File: src/fsp_pkg.sv
// Purpose: Shared constants and types for the sector guard command host.
// Assumes: 20 MHz clock; the flash sits on an asynchronous parallel bus.
// Notes: Addresses are the command-table addresses as driven on the pins.
package fsp_pkg;

  localparam int CLK_MHZ = 20;
  localparam int T_SETUP_NS = 50;
  localparam int T_PULSE_NS = 100;
  localparam int T_HOLD_NS = 50;
  localparam int T_RECOV_NS = 50;
  localparam int T_ACC_NS = 100;
  localparam int SETUP_CYC = (T_SETUP_NS * CLK_MHZ + 999) / 1000;
  localparam int PULSE_CYC = (T_PULSE_NS * CLK_MHZ + 999) / 1000;
  localparam int HOLD_CYC = (T_HOLD_NS * CLK_MHZ + 999) / 1000;
  localparam int RECOV_CYC = (T_RECOV_NS * CLK_MHZ + 999) / 1000;
  localparam int ACC_CYC = (T_ACC_NS * CLK_MHZ + 999) / 1000;
  // Extra read cycles cover the three-stage data synchroniser
  localparam int SYNC_CYC = 3;

  localparam logic [7:0] CMD_UNLOCK1 = 8'haa;
  localparam logic [7:0] CMD_UNLOCK2 = 8'h55;
  localparam logic [7:0] ENT_LOCK = 8'h40;
  localparam logic [7:0] ENT_PERSIST = 8'hc0;
  localparam logic [7:0] ENT_FREEZE = 8'h50;
  localparam logic [7:0] ENT_DYNAMIC = 8'he0;
  localparam logic [7:0] CMD_PROG = 8'ha0;
  localparam logic [7:0] CMD_ERASE = 8'h80;
  localparam logic [7:0] CMD_ERASE_GO = 8'h30;
  localparam logic [7:0] CMD_EXIT1 = 8'h90;
  localparam logic [7:0] CMD_EXIT2 = 8'h00;
  localparam logic [7:0] GUARD_SET = 8'h00;
  localparam logic [7:0] GUARD_CLR = 8'h01;
  localparam logic [7:0] STAT_GUARDED = 8'h00;

  localparam logic [11:0] ADR_W_U1 = 12'h555;
  localparam logic [11:0] ADR_W_U2 = 12'h2aa;
  localparam logic [11:0] ADR_B_U1 = 12'haaa;
  localparam logic [11:0] ADR_B_U2_SHORT = 12'h055;
  localparam logic [11:0] ADR_B_U2_LONG = 12'h555;
  localparam logic [11:0] ADR_ZERO = 12'h000;

  localparam int SECTOR_LSB = 16;
  localparam int LOCK_SECURED_BIT = 0;
  localparam int LOCK_PERSIST_BIT = 1;
  localparam int LOCK_SECRET_KEY_BIT = 2;
  localparam int BUF_WC_MAX = 31;
  localparam int STEP_W = 3;

  typedef enum logic [3:0] {
    OP_LOCK_PROG, OP_LOCK_READ, OP_PERSIST_PROG, OP_PERSIST_ERASE,
    OP_PERSIST_READ, OP_FREEZE_SET, OP_FREEZE_READ, OP_DYNAMIC_SET,
    OP_DYNAMIC_CLR, OP_DYNAMIC_READ
  } op_type;

endpackage : fsp_pkg

File: src/cycle_if.sv
// Purpose: Carries one bus-cycle request between sequencer and engine.
// Assumes: req and done are one-cycle pulses on the shared clock.
// Notes: One request outstanding at a time.
`timescale 1ns/10ps
`default_nettype none
interface cycle_if #(parameter int ADDR_W = 24);
  logic req;
  logic is_read;
  logic [ADDR_W-1:0] addr;
  logic [15:0] wdata;
  logic done;
  logic [15:0] rdata;
  modport issuer (output req, is_read, addr, wdata, input done, rdata);
  modport engine (input req, is_read, addr, wdata, output done, rdata);
endinterface : cycle_if
`default_nettype wire

File: src/bus_cycle_engine.sv
// Purpose: Runs one asynchronous write or read cycle on the flash pins.
// Assumes: Flash data arrive asynchronously and are synchronised here.
// Notes: Chip select brackets the strobes on both sides.
`timescale 1ns/10ps
`default_nettype none
module bus_cycle_engine #(
  parameter int ADDR_W = 24
) (
  input wire logic clk_i,
  input wire logic nrst_i,
  cycle_if.engine cyc,
  output logic [ADDR_W-1:0] addr_o,
  output logic [15:0] dq_o,
  output logic dq_oe_o,
  input wire logic [15:0] dq_i,
  output logic ce_n_o,
  output logic we_n_o,
  output logic oe_n_o
);

  typedef enum {C_IDLE, C_SETUP, C_PULSE, C_HOLD, C_RECOV} cyc_state_type;
  cyc_state_type state_ff;
  logic [3:0] cnt_ff;
  logic rd_ff;
  logic done_ff;
  logic [15:0] rdata_ff;
  logic [15:0] dq_s1_ff, dq_s2_ff, dq_s3_ff;

  assign cyc.done = done_ff;
  assign cyc.rdata = rdata_ff;

  always_ff @(posedge clk_i or negedge nrst_i) begin
    if (!nrst_i) begin
      dq_s1_ff <= 16'h0000;
      dq_s2_ff <= 16'h0000;
      dq_s3_ff <= 16'h0000;
    end else begin
      dq_s1_ff <= dq_i;
      dq_s2_ff <= dq_s1_ff;
      dq_s3_ff <= dq_s2_ff;
    end
  end

  always_ff @(posedge clk_i or negedge nrst_i) begin
    if (!nrst_i) begin
      state_ff <= C_IDLE;
      cnt_ff <= 4'h0;
      rd_ff <= 1'b0;
      done_ff <= 1'b0;
      rdata_ff <= 16'h0000;
      addr_o <= '0;
      dq_o <= 16'h0000;
      dq_oe_o <= 1'b0;
      ce_n_o <= 1'b1;
      we_n_o <= 1'b1;
      oe_n_o <= 1'b1;
    end else begin
      done_ff <= 1'b0;
      case (state_ff)
        C_IDLE: begin
          if (cyc.req) begin
            rd_ff <= cyc.is_read;
            addr_o <= cyc.addr;
            dq_o <= cyc.wdata;
            dq_oe_o <= !cyc.is_read;
            ce_n_o <= 1'b0;
            cnt_ff <= 4'(fsp_pkg::SETUP_CYC - 1);
            state_ff <= C_SETUP;
          end
        end
        C_SETUP: begin
          if (cnt_ff == 4'h0) begin
            // Strobe falls after select, so the address latches here
            we_n_o <= rd_ff;
            oe_n_o <= !rd_ff;
            cnt_ff <= rd_ff ?
              4'(fsp_pkg::ACC_CYC + fsp_pkg::SYNC_CYC - 1) :
              4'(fsp_pkg::PULSE_CYC - 1);
            state_ff <= C_PULSE;
          end else begin
            cnt_ff <= cnt_ff - 4'h1;
          end
        end
        C_PULSE: begin
          if (cnt_ff != 4'h0) begin
            cnt_ff <= cnt_ff - 4'h1;
          end else if (!rd_ff || dq_s2_ff == dq_s3_ff) begin
            // Strobe rises before select, so the data latch here
            we_n_o <= 1'b1;
            oe_n_o <= 1'b1;
            if (rd_ff) begin
              rdata_ff <= dq_s3_ff;
            end
            cnt_ff <= 4'(fsp_pkg::HOLD_CYC - 1);
            state_ff <= C_HOLD;
          end
        end
        C_HOLD: begin
          if (cnt_ff == 4'h0) begin
            ce_n_o <= 1'b1;
            dq_oe_o <= 1'b0;
            cnt_ff <= 4'(fsp_pkg::RECOV_CYC - 1);
            state_ff <= C_RECOV;
          end else begin
            cnt_ff <= cnt_ff - 4'h1;
          end
        end
        C_RECOV: begin
          if (cnt_ff == 4'h0) begin
            done_ff <= 1'b1;
            state_ff <= C_IDLE;
          end else begin
            cnt_ff <= cnt_ff - 4'h1;
          end
        end
        default: state_ff <= C_IDLE;
      endcase
    end
  end

endmodule : bus_cycle_engine
`default_nettype wire

File: src/flash_sector_protect_cmds.sv
// Purpose: Host sequencer for the flash sector guard command sets.
// Assumes: One user command at a time; byte_mode_i matches the strap.
// Notes: Each command enters its set, acts, then always exits.
`timescale 1ns/10ps
`default_nettype none
module flash_sector_protect_cmds #(
  parameter int ADDR_W = 24
) (
  input wire logic clk_i,
  input wire logic nrst_i,
  input wire logic cmd_valid_i,
  input wire fsp_pkg::op_type cmd_op_i,
  input wire logic [ADDR_W-fsp_pkg::SECTOR_LSB-1:0] cmd_sector_i,
  input wire logic [15:0] cmd_value_i,
  input wire logic byte_mode_i,
  output logic cmd_ready_o,
  output logic rsp_valid_o,
  output logic [15:0] rsp_data_o,
  output logic rsp_guarded_o,
  output logic [ADDR_W-1:0] flash_addr_o,
  output logic [15:0] flash_dq_o,
  output logic flash_dq_oe_o,
  input wire logic [15:0] flash_dq_i,
  output logic flash_ce_n_o,
  output logic flash_we_n_o,
  output logic flash_oe_n_o
);

  localparam int SECTOR_W = ADDR_W - fsp_pkg::SECTOR_LSB;

  // Refused at elaboration so no run-time check sits in the logic
  if (ADDR_W < 17 || ADDR_W > 32) begin : g_addr_w_check
    $error("ADDR_W must leave sector bits above bit 16");
  end

  typedef struct packed {
    logic rd;
    logic [ADDR_W-1:0] addr;
    logic [15:0] data;
    logic last;
  } step_type;

  typedef enum {T_IDLE, T_ISSUE, T_WAIT} top_state_type;

  function automatic logic [ADDR_W-1:0] cmd_addr(input logic [11:0] a);
    cmd_addr = {{(ADDR_W-12){1'b0}}, a};
  endfunction : cmd_addr

  function automatic step_type seq_step(
    input fsp_pkg::op_type op,
    input logic [fsp_pkg::STEP_W-1:0] step,
    input logic bmode,
    input logic [SECTOR_W-1:0] sector,
    input logic [15:0] value
  );
    step_type s;
    logic is_rd;
    logic [7:0] ent;
    logic [11:0] u2;
    logic [ADDR_W-1:0] sect_addr;
    s = '0;
    // Only the sector bits are set; lower bits stay zero
    sect_addr = {sector, {fsp_pkg::SECTOR_LSB{1'b0}}};
    is_rd = (op == fsp_pkg::OP_LOCK_READ) ||
            (op == fsp_pkg::OP_PERSIST_READ) ||
            (op == fsp_pkg::OP_FREEZE_READ) ||
            (op == fsp_pkg::OP_DYNAMIC_READ);
    case (op)
      fsp_pkg::OP_LOCK_PROG, fsp_pkg::OP_LOCK_READ: begin
        ent = fsp_pkg::ENT_LOCK;
        u2 = fsp_pkg::ADR_B_U2_SHORT;
      end
      fsp_pkg::OP_PERSIST_PROG, fsp_pkg::OP_PERSIST_ERASE,
      fsp_pkg::OP_PERSIST_READ: begin
        ent = fsp_pkg::ENT_PERSIST;
        u2 = fsp_pkg::ADR_B_U2_SHORT;
      end
      fsp_pkg::OP_FREEZE_SET, fsp_pkg::OP_FREEZE_READ: begin
        ent = fsp_pkg::ENT_FREEZE;
        u2 = fsp_pkg::ADR_B_U2_LONG;
      end
      default: begin
        ent = fsp_pkg::ENT_DYNAMIC;
        u2 = fsp_pkg::ADR_B_U2_LONG;
      end
    endcase
    if (!bmode) begin
      u2 = fsp_pkg::ADR_W_U2;
    end
    case (step)
      3'd0: begin
        s.addr = cmd_addr(bmode ? fsp_pkg::ADR_B_U1 : fsp_pkg::ADR_W_U1);
        s.data = {8'h00, fsp_pkg::CMD_UNLOCK1};
      end
      3'd1: begin
        s.addr = cmd_addr(u2);
        s.data = {8'h00, fsp_pkg::CMD_UNLOCK2};
      end
      3'd2: begin
        s.addr = cmd_addr(bmode ? fsp_pkg::ADR_B_U1 : fsp_pkg::ADR_W_U1);
        s.data = {8'h00, ent};
      end
      3'd3: begin
        if (is_rd) begin
          s.rd = 1'b1;
          if (op == fsp_pkg::OP_LOCK_READ) begin
            s.addr = cmd_addr(fsp_pkg::ADR_ZERO);
          end else if (op == fsp_pkg::OP_FREEZE_READ) begin
            s.addr = cmd_addr(fsp_pkg::ADR_ZERO);
          end else begin
            s.addr = sect_addr;
          end
        end else begin
          s.addr = cmd_addr(fsp_pkg::ADR_ZERO);
          s.data = (op == fsp_pkg::OP_PERSIST_ERASE) ?
            {8'h00, fsp_pkg::CMD_ERASE} : {8'h00, fsp_pkg::CMD_PROG};
        end
      end
      3'd4: begin
        if (is_rd) begin
          s.addr = cmd_addr(fsp_pkg::ADR_ZERO);
          s.data = {8'h00, fsp_pkg::CMD_EXIT1};
        end else begin
          case (op)
            fsp_pkg::OP_LOCK_PROG: begin
              s.addr = cmd_addr(fsp_pkg::ADR_ZERO);
              s.data = value;
            end
            fsp_pkg::OP_PERSIST_PROG: begin
              s.addr = sect_addr;
              s.data = {8'h00, fsp_pkg::GUARD_SET};
            end
            fsp_pkg::OP_PERSIST_ERASE: begin
              s.addr = cmd_addr(fsp_pkg::ADR_ZERO);
              s.data = {8'h00, fsp_pkg::CMD_ERASE_GO};
            end
            fsp_pkg::OP_FREEZE_SET: begin
              s.addr = cmd_addr(fsp_pkg::ADR_ZERO);
              s.data = {8'h00, fsp_pkg::GUARD_SET};
            end
            fsp_pkg::OP_DYNAMIC_SET: begin
              s.addr = sect_addr;
              s.data = {8'h00, fsp_pkg::GUARD_SET};
            end
            default: begin
              s.addr = sect_addr;
              s.data = {8'h00, fsp_pkg::GUARD_CLR};
            end
          endcase
        end
      end
      3'd5: begin
        s.addr = cmd_addr(fsp_pkg::ADR_ZERO);
        s.data = is_rd ? {8'h00, fsp_pkg::CMD_EXIT2} :
                         {8'h00, fsp_pkg::CMD_EXIT1};
        s.last = is_rd;
      end
      default: begin
        s.addr = cmd_addr(fsp_pkg::ADR_ZERO);
        s.data = {8'h00, fsp_pkg::CMD_EXIT2};
        s.last = 1'b1;
      end
    endcase
    seq_step = s;
  endfunction : seq_step

  cycle_if #(.ADDR_W(ADDR_W)) cyc ();

  top_state_type state_ff;
  fsp_pkg::op_type op_ff;
  logic [SECTOR_W-1:0] sector_ff;
  logic [15:0] value_ff;
  logic bmode_ff;
  logic [fsp_pkg::STEP_W-1:0] step_ff;
  logic req_ff;
  logic rd_ff;
  logic last_ff;
  logic [ADDR_W-1:0] addr_ff;
  logic [15:0] wdata_ff;
  step_type cur;

  assign cur = seq_step(op_ff, step_ff, bmode_ff, sector_ff, value_ff);
  assign cyc.req = req_ff;
  assign cyc.is_read = rd_ff;
  assign cyc.addr = addr_ff;
  assign cyc.wdata = wdata_ff;

  // Sequencing of the command steps
  always_ff @(posedge clk_i or negedge nrst_i) begin
    if (!nrst_i) begin
      state_ff <= T_IDLE;
      op_ff <= fsp_pkg::OP_LOCK_READ;
      sector_ff <= '0;
      value_ff <= 16'h0000;
      bmode_ff <= 1'b0;
      step_ff <= '0;
      req_ff <= 1'b0;
      rd_ff <= 1'b0;
      last_ff <= 1'b0;
      addr_ff <= '0;
      wdata_ff <= 16'h0000;
      cmd_ready_o <= 1'b1;
    end else begin
      req_ff <= 1'b0;
      case (state_ff)
        T_IDLE: begin
          if (cmd_valid_i && cmd_ready_o) begin
            op_ff <= cmd_op_i;
            sector_ff <= cmd_sector_i;
            value_ff <= cmd_value_i;
            bmode_ff <= byte_mode_i;
            step_ff <= '0;
            cmd_ready_o <= 1'b0;
            state_ff <= T_ISSUE;
          end
        end
        T_ISSUE: begin
          req_ff <= 1'b1;
          rd_ff <= cur.rd;
          last_ff <= cur.last;
          addr_ff <= cur.addr;
          wdata_ff <= cur.data;
          state_ff <= T_WAIT;
        end
        T_WAIT: begin
          if (cyc.done) begin
            if (last_ff) begin
              cmd_ready_o <= 1'b1;
              state_ff <= T_IDLE;
            end else begin
              step_ff <= step_ff + 3'd1;
              state_ff <= T_ISSUE;
            end
          end
        end
        default: state_ff <= T_IDLE;
      endcase
    end
  end

  // Response capture; status reads use 00h as the guarded code, except the lock read, which takes bit 1 (LOCK_PERSIST_BIT)
  always_ff @(posedge clk_i or negedge nrst_i) begin
    if (!nrst_i) begin
      rsp_valid_o <= 1'b0;
      rsp_data_o <= 16'h0000;
      rsp_guarded_o <= 1'b0;
    end else begin
      rsp_valid_o <= 1'b0;
      if (state_ff == T_WAIT && cyc.done) begin
        if (rd_ff) begin
          rsp_data_o <= cyc.rdata;
          if (op_ff == fsp_pkg::OP_LOCK_READ) begin
            rsp_guarded_o <= cyc.rdata[fsp_pkg::LOCK_PERSIST_BIT];
          end else begin
            rsp_guarded_o <= cyc.rdata[7:0] == fsp_pkg::STAT_GUARDED;
          end
        end
        if (last_ff) begin
          rsp_valid_o <= 1'b1;
        end
      end
    end
  end

  bus_cycle_engine #(.ADDR_W(ADDR_W)) u_engine (
    .clk_i(clk_i),
    .nrst_i(nrst_i),
    .cyc(cyc.engine),
    .addr_o(flash_addr_o),
    .dq_o(flash_dq_o),
    .dq_oe_o(flash_dq_oe_o),
    .dq_i(flash_dq_i),
    .ce_n_o(flash_ce_n_o),
    .we_n_o(flash_we_n_o),
    .oe_n_o(flash_oe_n_o)
  );

endmodule : flash_sector_protect_cmds
`default_nettype wire

File: config.mk
export PLATFORM = sky130hd
export DESIGN_NAME = flash_sector_protect_cmds
export DESIGN_NICKNAME = d
export VERILOG_FILES = /design/src/fsp_pkg.sv /design/src/cycle_if.sv /design/src/bus_cycle_engine.sv /design/src/flash_sector_protect_cmds.sv
export SDC_FILE = /design/constraint.sdc
export NUM_CORES = 1
export LEC_CHECK = 0
export BUFFER_PORTS_ARGS = -buffer_cell sky130_fd_sc_hd__buf_4
export CAP_MARGIN = 20
export CORE_MARGIN = 2
export CORE_UTILIZATION = 40
export CTS_BUF_LIST = sky130_fd_sc_hd__clkbuf_8
export DETAILED_ROUTE_END_ITERATION = 8
export HOLD_SLACK_MARGIN = 0.15
export SLEW_MARGIN = 30
export SYNTH_ARGS = -nofsm -noshare
export SYNTH_HDL_FRONTEND = slang
export SYNTH_HIERARCHICAL = 1
export SYNTH_SLANG_ARGS = --single-unit
File: constraint.sdc
create_clock -name clk_i -period 2.65 [get_ports clk_i]
set_clock_uncertainty 0.1 [all_clocks]
set_input_delay 0.6625 -clock clk_i [delete_from_list [all_inputs] [get_ports clk_i]]
set_output_delay 0.6625 -clock clk_i [all_outputs]
set_load 0.005 [all_outputs]
==> results of run 1 <==
kinds of logic after synthesis:
group           synth area share (%)
compound gates                  8.48
xor+xnor                        2.10
fa+ha+maj                       1.10
buf+inv                         3.29
flops                           63.4
mux                             11.3
other cells                   0.0472
simple gates                    10.3
metrics by stage:
stage / area, µm² / worst slack [ns] / total power [W]
6_report: 9870 / 0.208 / 0.00581
5_1_grt: 9870 / 0.147 / 0.00609
4_1_cts: 9870 / 0.262 / 0.00592
3_5_place_dp: 9090 / 0.283 / 0.00334
3_3_place_gp: 9090 / 0.384 / 0.00334
2_1_floorplan: 7950 / 0.448 / 0.00320
worst paths after layout:
kind	endpoint	cells after the start	slack (ns)	from
hold reg to reg	u_engine/dq_s2_ff[8]$_DFF_PN0_	0	0.24	u_engine/dq_s1_ff[8]$_DFF_PN0_
setup reg to reg	cyc.wdata[7]$_DFFE_PN0P_	7	0.21	step_ff[1]$_DFFE_PN0P_
max in group asynchronous	u_engine/dq_s2_ff[6]$_DFF_PN0_	3	1.09	nrst_i
setup / recovery	cyc.wdata[7]$_DFFE_PN0P_	7	0.21	step_ff[1]$_DFFE_PN0P_
hold / removal	u_engine/dq_s1_ff[8]$_DFF_PN0_	1	0.19	flash_dq_i[8]
min in group asynchronous	value_ff[3]$_DFFE_PN0P_	2	0.60	nrst_i
flip-flops by register name, indices dropped and copies added (netlist names), 16 cells and up:
signal / flops
cyc.wdata: 16
rsp_data_o: 16
u_engine/addr_o: 24
u_engine/cyc.rdata: 16
u_engine/dq_o: 16
u_engine/dq_s1_ff: 16
u_engine/dq_s2_ff: 16
u_engine/dq_s3_ff: 16
value_ff: 16
placed cells by master, fill, tap and decap left out, drive strengths merged, types with 10 or more instances in the layout:
| master | synthesis | layout |
|---|---|---|
| dlygate4sd3 | 0 | 16 |
| o21ai | 30 | 30 |
| a22o | 10 | 10 |
| clkbuf | 13 | 41 |
| nor2 | 14 | 14 |
| xnor2 | 17 | 17 |
| nand2 | 101 | 101 |
| inv | 20 | 34 |
| a21oi | 21 | 21 |
| buf | 19 | 124 |
| mux2 | 77 | 77 |
| dfrtp | 196 | 196 |
worst max-delay path, delay by kind of cell (launching register included):
kind                     cells  cell delay (ns)
AO/OA/AOI/OAI                3             0.92
flip-flops                   1             0.41
buffers and inverters        2             0.33
adder cells (fa/ha/maj)      1             0.33
AND/OR/NAND/NOR              1             0.24
cell type report:
type                            count  area share (%)
Clock inverter                     16           0.659
Inverter                           20           0.761
Sequential cell                   201            51.0
Timing Repair Buffer              141            11.7
Tap cell                          265            3.36
Clock buffer                       40            5.58
Multi-Input combinational cell    379            26.9
metal layers:
metal,up-vias,global-route usage [%]
met4,0,5.62
met5,-,0
met3,27,4.11
met1,2536,22.8
li1,2473,-
met2,118,25.4
power breakdown:
| group | internal, W | leakage [nW] | total, W | switching, W |
|---|---|---|---|---|
| clock network | 0.00136 | 0.366 | 0.00251 | 0.00115 |
| logic | 0.0000873 | 1.92 | 0.000170 | 0.0000831 |
| registers | 0.00311 | 2.64 | 0.00313 | 0.0000204 |
| total | 0.00455 | 4.92 | 0.00581 | 0.00126 |
synth_stat cells (4+ instances only):
cell type	count	area share (%)
inv_1	19	0.90
nand2b_1	7	0.55
o21ai_0	29	1.8
o22ai_1	6	0.47
xnor2_1	17	1.9
o31ai_1	9	0.85
mux2_2	77	11
nand4_1	6	0.47
nor2b_1	5	0.39
nor2_1	14	0.66
a21oi_1	21	1.3
a22o_1	10	1.1
dfrtp_1	196	62
dfstp_2	5	1.7
ha_1	7	1.1
buf_2	10	0.63
clkbuf_1	13	0.61
nor3_1	7	0.44
buf_6	4	0.57
nand2_1	101	4.8
a31oi_1	6	0.47
o211ai_1	4	0.38
==> flow_summary.ini, run 1 <==
[detailed_routing]
first_iter_violations = 370
dr.pass1.iters = 4
wl_met2_mm = 7.72
dr_wl_met3_um = 822
ant_nets = 0
wl_mm = 16.4
vias_per_cell = 4.85
vias = 5154
drc = 0
wire_per_inst_um = 15.5
top_layer = met4
met1_length_mm = 7.58

[sta]
tns_ns = 0
period_needed_ns = 2.44
fmax_mhz = 410
slew_viol_final = 0
hold_viol_final = 0
timing.slew.headroom_pct = 39.4
min_period_over_period_pct = 92.1
worstMarginPinSlew_ns = 0.886
setup_viol = 0
fin_hold_ws_ns = 0.190
rsz0062_at_grt = no

[logic_synthesis]
ys_types = 63
synth_edf_count = 0
syn_inst = 629
yosys_warnings = 6
synth_seq_cells = 201
syn_area_per_cell_um2 = 12.6
ys.flop_type = dfrtp_1
async_reset_ff_share_pct = 100
synth_area_um2 = 7940
yosysSeqAreaShare_pct = 63.4

[setup_path]
crit_arrival_ns = 2.73
crit_path_end_kind = register
crit_fanout = 9
max_stage_delay_ns = 0.80
path_cells = inv_1, ha_1, nand2_1, a31oi_1, a2111oi_0, buf_4, o21ai_1
crit_type = reg2reg
required_ns = 2.94
cp-start-kind = register
slowest_stage = a2111oi_0

[clocking]
worst_skew_pair.late_latency_ns = 0.51
clock_path_buffers = 3
post-cts-setup-buffers = 0
cts_num_sinks = 201
clk_pin_slew_ns = 0.06
cts_tree = done
h-tree-depth = 2
cts-root-buf = clkbuf_8
post_cts_resized = 0
numCtsBuffers = 34
postCtsHoldBufs = 16

[floorplan]
die_h_um = 145
die_area_um2 = 21000
dieWidth_um = 145
rows = 51
initial_utilization_pct = 40.8
pin_count = 111
core-area_um2 = 19500

[final_layout]
stdcell_count = 1062
register_area_um2 = 5040
drive_above_1_share_pct = 32.7
n_fill_cell = 1726
finish.net_count = 832
diodes = 0
multi_input_area_um2 = 2660
syn2layout_area_growth_pct = 24.3
final_util_pct = 50.7

[min_path]
hp-class = in2reg

[run]
cap_viol_max_count = 0

[global_routing]
grt_max_degree = 73
grt_antenna_before_repair = 0
grt_usage_pct = 16.4
grt_pass1_vias = 5379
grt-ovfl-total = 0
grt_pass1_wl_mm = 27.2

[placed_design]
dp_cells = 990
io_buffer_count = 110
dp.final_hpwl_mm = 11.5
routabilityCongestion = 0.883

[pwr]
p_per_area_nw_per_um2 = 589
ir_drop_mv = 0.279
p_leak_nw = 4.92

[status]
outcome = complete, no violations
No activity file was read; power rests on OpenSTA's default activity.
==> run 2: changes to the inputs <==
--- a/config.mk
+++ b/config.mk
@@ -7,11 +7,14 @@
 export LEC_CHECK = 0
 export BUFFER_PORTS_ARGS = -buffer_cell sky130_fd_sc_hd__buf_4
 export CAP_MARGIN = 20
+export CELL_PAD_IN_SITES_DETAIL_PLACEMENT = 1
+export CELL_PAD_IN_SITES_GLOBAL_PLACEMENT = 1
 export CORE_MARGIN = 2
 export CORE_UTILIZATION = 40
 export CTS_BUF_LIST = sky130_fd_sc_hd__clkbuf_8
 export DETAILED_ROUTE_END_ITERATION = 8
 export HOLD_SLACK_MARGIN = 0.15
+export PLACE_DENSITY_LB_ADDON = 0.1
 export SLEW_MARGIN = 30
 export SYNTH_ARGS = -nofsm -noshare
 export SYNTH_HDL_FRONTEND = slang
==> run 2 against run 1 <==
  * Die area unchanged
  * Fmax rose by 12%
  * Clock power up 26%
  * Critical path depth down 1
  * Utilization rose by 0.96 points
  * Critical endpoint is now u_engine/cyc.rdata[7]$_DFFE_PN0P_
  * Sequential power about the same
  * Setup slack gained 0.26 ns
  * Highest routed layer unchanged
==> flow_summary.ini, run 2 (synthesis results as in run 1) <==
[final_layout]
syn2layout_area_growth_pct = 26.6
final_util_pct = 51.7
register_area_um2 = 5040
final_cell_mix = 196 x dfrtp_1, 122 x buf_4, 101 x nand2_1
finish.net_count = 835
largest_reg_flops = 24
multi_input_area_um2 = 2660
drive_above_1_share_pct = 34.2
diodes = 0
layout_commonest_cell = dfrtp_1
top_register = u_engine/addr_o
n_fill_cell = 2044

[setup_path]
crit_type = reg2reg
worst_r2r_path_depth = 6
path_cells = xnor2_1, nand4_1, nor4_2, and2_1, buf_4, mux2_2
path_buf_inv = 1
cpLargestDelayFamily = simple AND/OR/NAND/NOR gates
cp-start-kind = register
max_stage_delay_ns = 0.39
crit_arrival_ns = 2.47
required_ns = 2.94
cp.depth = 6
crit_fanout = 16
crit_path_end_kind = register
slowest_stage = dfrtp_1

[global_routing]
grt_pass1_wl_mm = 29.6
grt_pass1_vias = 5710
grt_antenna_before_repair = 0
grt_usage_pct = 18.2
grt_max_degree = 69
grt-ovfl-total = 0

[pwr]
p_leak_nw = 4.99
ir_drop_mv = 0.270
p_per_area_nw_per_um2 = 643

[clocking]
post_cts_resized = 0
numCtsBuffers = 36
cts_tree = done
worst_skew_pair.late_latency_ns = 0.52
post-cts-setup-buffers = 0
cts-root-buf = clkbuf_8
postCtsHoldBufs = 16
cts_num_sinks = 201
h-tree-depth = 2
clk_pin_slew_ns = 0.06
clock_path_buffers = 3

[sta]
slew_viol_final = 0
fmax_mhz = 458
period_needed_ns = 2.18
setup_viol = 0
timing.slew.headroom_pct = 62.0
hold_viol_final = 0
tns_ns = 0
min_period_over_period_pct = 82.4
rsz0062_at_grt = no
worstMarginPinSlew_ns = 0.562

[detailed_routing]
drc = 0
wl_mm = 18.5
vias_per_cell = 4.91
ant_nets = 0
wire_per_inst_um = 17.3
first_iter_violations = 209
dr.pass1.iters = 4
vias = 5264

[run]
cap_viol_max_count = 0

[floorplan]
dieWidth_um = 145
core-area_um2 = 19500
die_h_um = 145
initial_utilization_pct = 40.8
rows = 51
die_area_um2 = 21000
pin_count = 111

[min_path]
hp-class = in2reg
min_path_cells = 1

[status]
outcome = complete, no violations

[placed_design]
routabilityCongestion = 0.829
io_buffer_count = 110
dp.final_hpwl_mm = 12.7
[run 2: cell types whose count changed in the layout (fill, tap and decap cells not counted), moves of 2 or more]
cell        delta
bufinv_16      +4
buf_4          +2
clkinvlp_4     +2
clkinv_2       +4
inv_1          -5
clkbuf_8       +4
[run 2: worst paths after layout]
path                                                      to                             from  slack (ns)
setup / recovery           u_engine/cyc.rdata[7]$_DFFE_PN0P_   u_engine/dq_s3_ff[8]$_DFF_PN0_        0.47
hold / removal               u_engine/dq_s1_ff[10]$_DFF_PN0_                   flash_dq_i[10]        0.20
setup reg to reg           u_engine/cyc.rdata[7]$_DFFE_PN0P_   u_engine/dq_s3_ff[8]$_DFF_PN0_        0.47
hold reg to reg              u_engine/dq_s2_ff[11]$_DFF_PN0_  u_engine/dq_s1_ff[11]$_DFF_PN0_        0.25
max in group asynchronous        u_engine/ce_n_o$_DFFE_PN1P_                           nrst_i        1.08
min in group asynchronous     u_engine/dq_s1_ff[0]$_DFF_PN0_                           nrst_i        0.64
[run 2: area by class of cell]
type                            instances  area share (%)
Clock buffer                           44            6.02
Clock inverter                         21            2.00
Inverter                               20           0.747
Multi-Input combinational cell        379            26.4
Sequential cell                       201            50.1
Tap cell                              265            3.30
Timing Repair Buffer                  142            11.4
[run 2: report_power, final]
part	total, W	internal [W]	switching, W
clock	0.00317	0.00190	0.00126
combinational	0.000171	0.0000854	0.0000854
sequential	0.00313	0.00311	0.0000228
total	0.00647	0.00509	0.00137
[run 2: worst register-to-register path, delay by kind of cell, from the launching register on]
kind                   cells  cell delay (ns)
XOR/XNOR                   1             0.17
buffers and inverters      1             0.26
flip-flops                 1             0.39
multiplexers               1             0.39
AND/OR/NAND/NOR            3             0.76
[run 2: per-layer routing]
metal | GRT usage, % | wire length, µm
met1 | 23.1 | 8010
met2 | 31.5 | 9490
met3 | 3.85 | 692
met4 | 5.01 | 310
met5 | 0 | 0
[run 2: stage by stage]
step | cell area, µm² | hold slack (ns) | power, W | std cells | setup slack [ns]
finish | 10100 | 0.201 | 0.00647 | 1072 | 0.467
detailed placement | 9090 | 0.236 | 0.00334 | 991 | 0.490
global route | 10100 | 0.162 | 0.00675 | 1072 | 0.350
global placement | 9090 | 0.233 | 0.00334 | 991 | 0.554
floorplan | 7950 | 0.231 | 0.00320 | 632 | 0.448
CTS | 10100 | 0.155 | 0.00659 | 1072 | 0.436
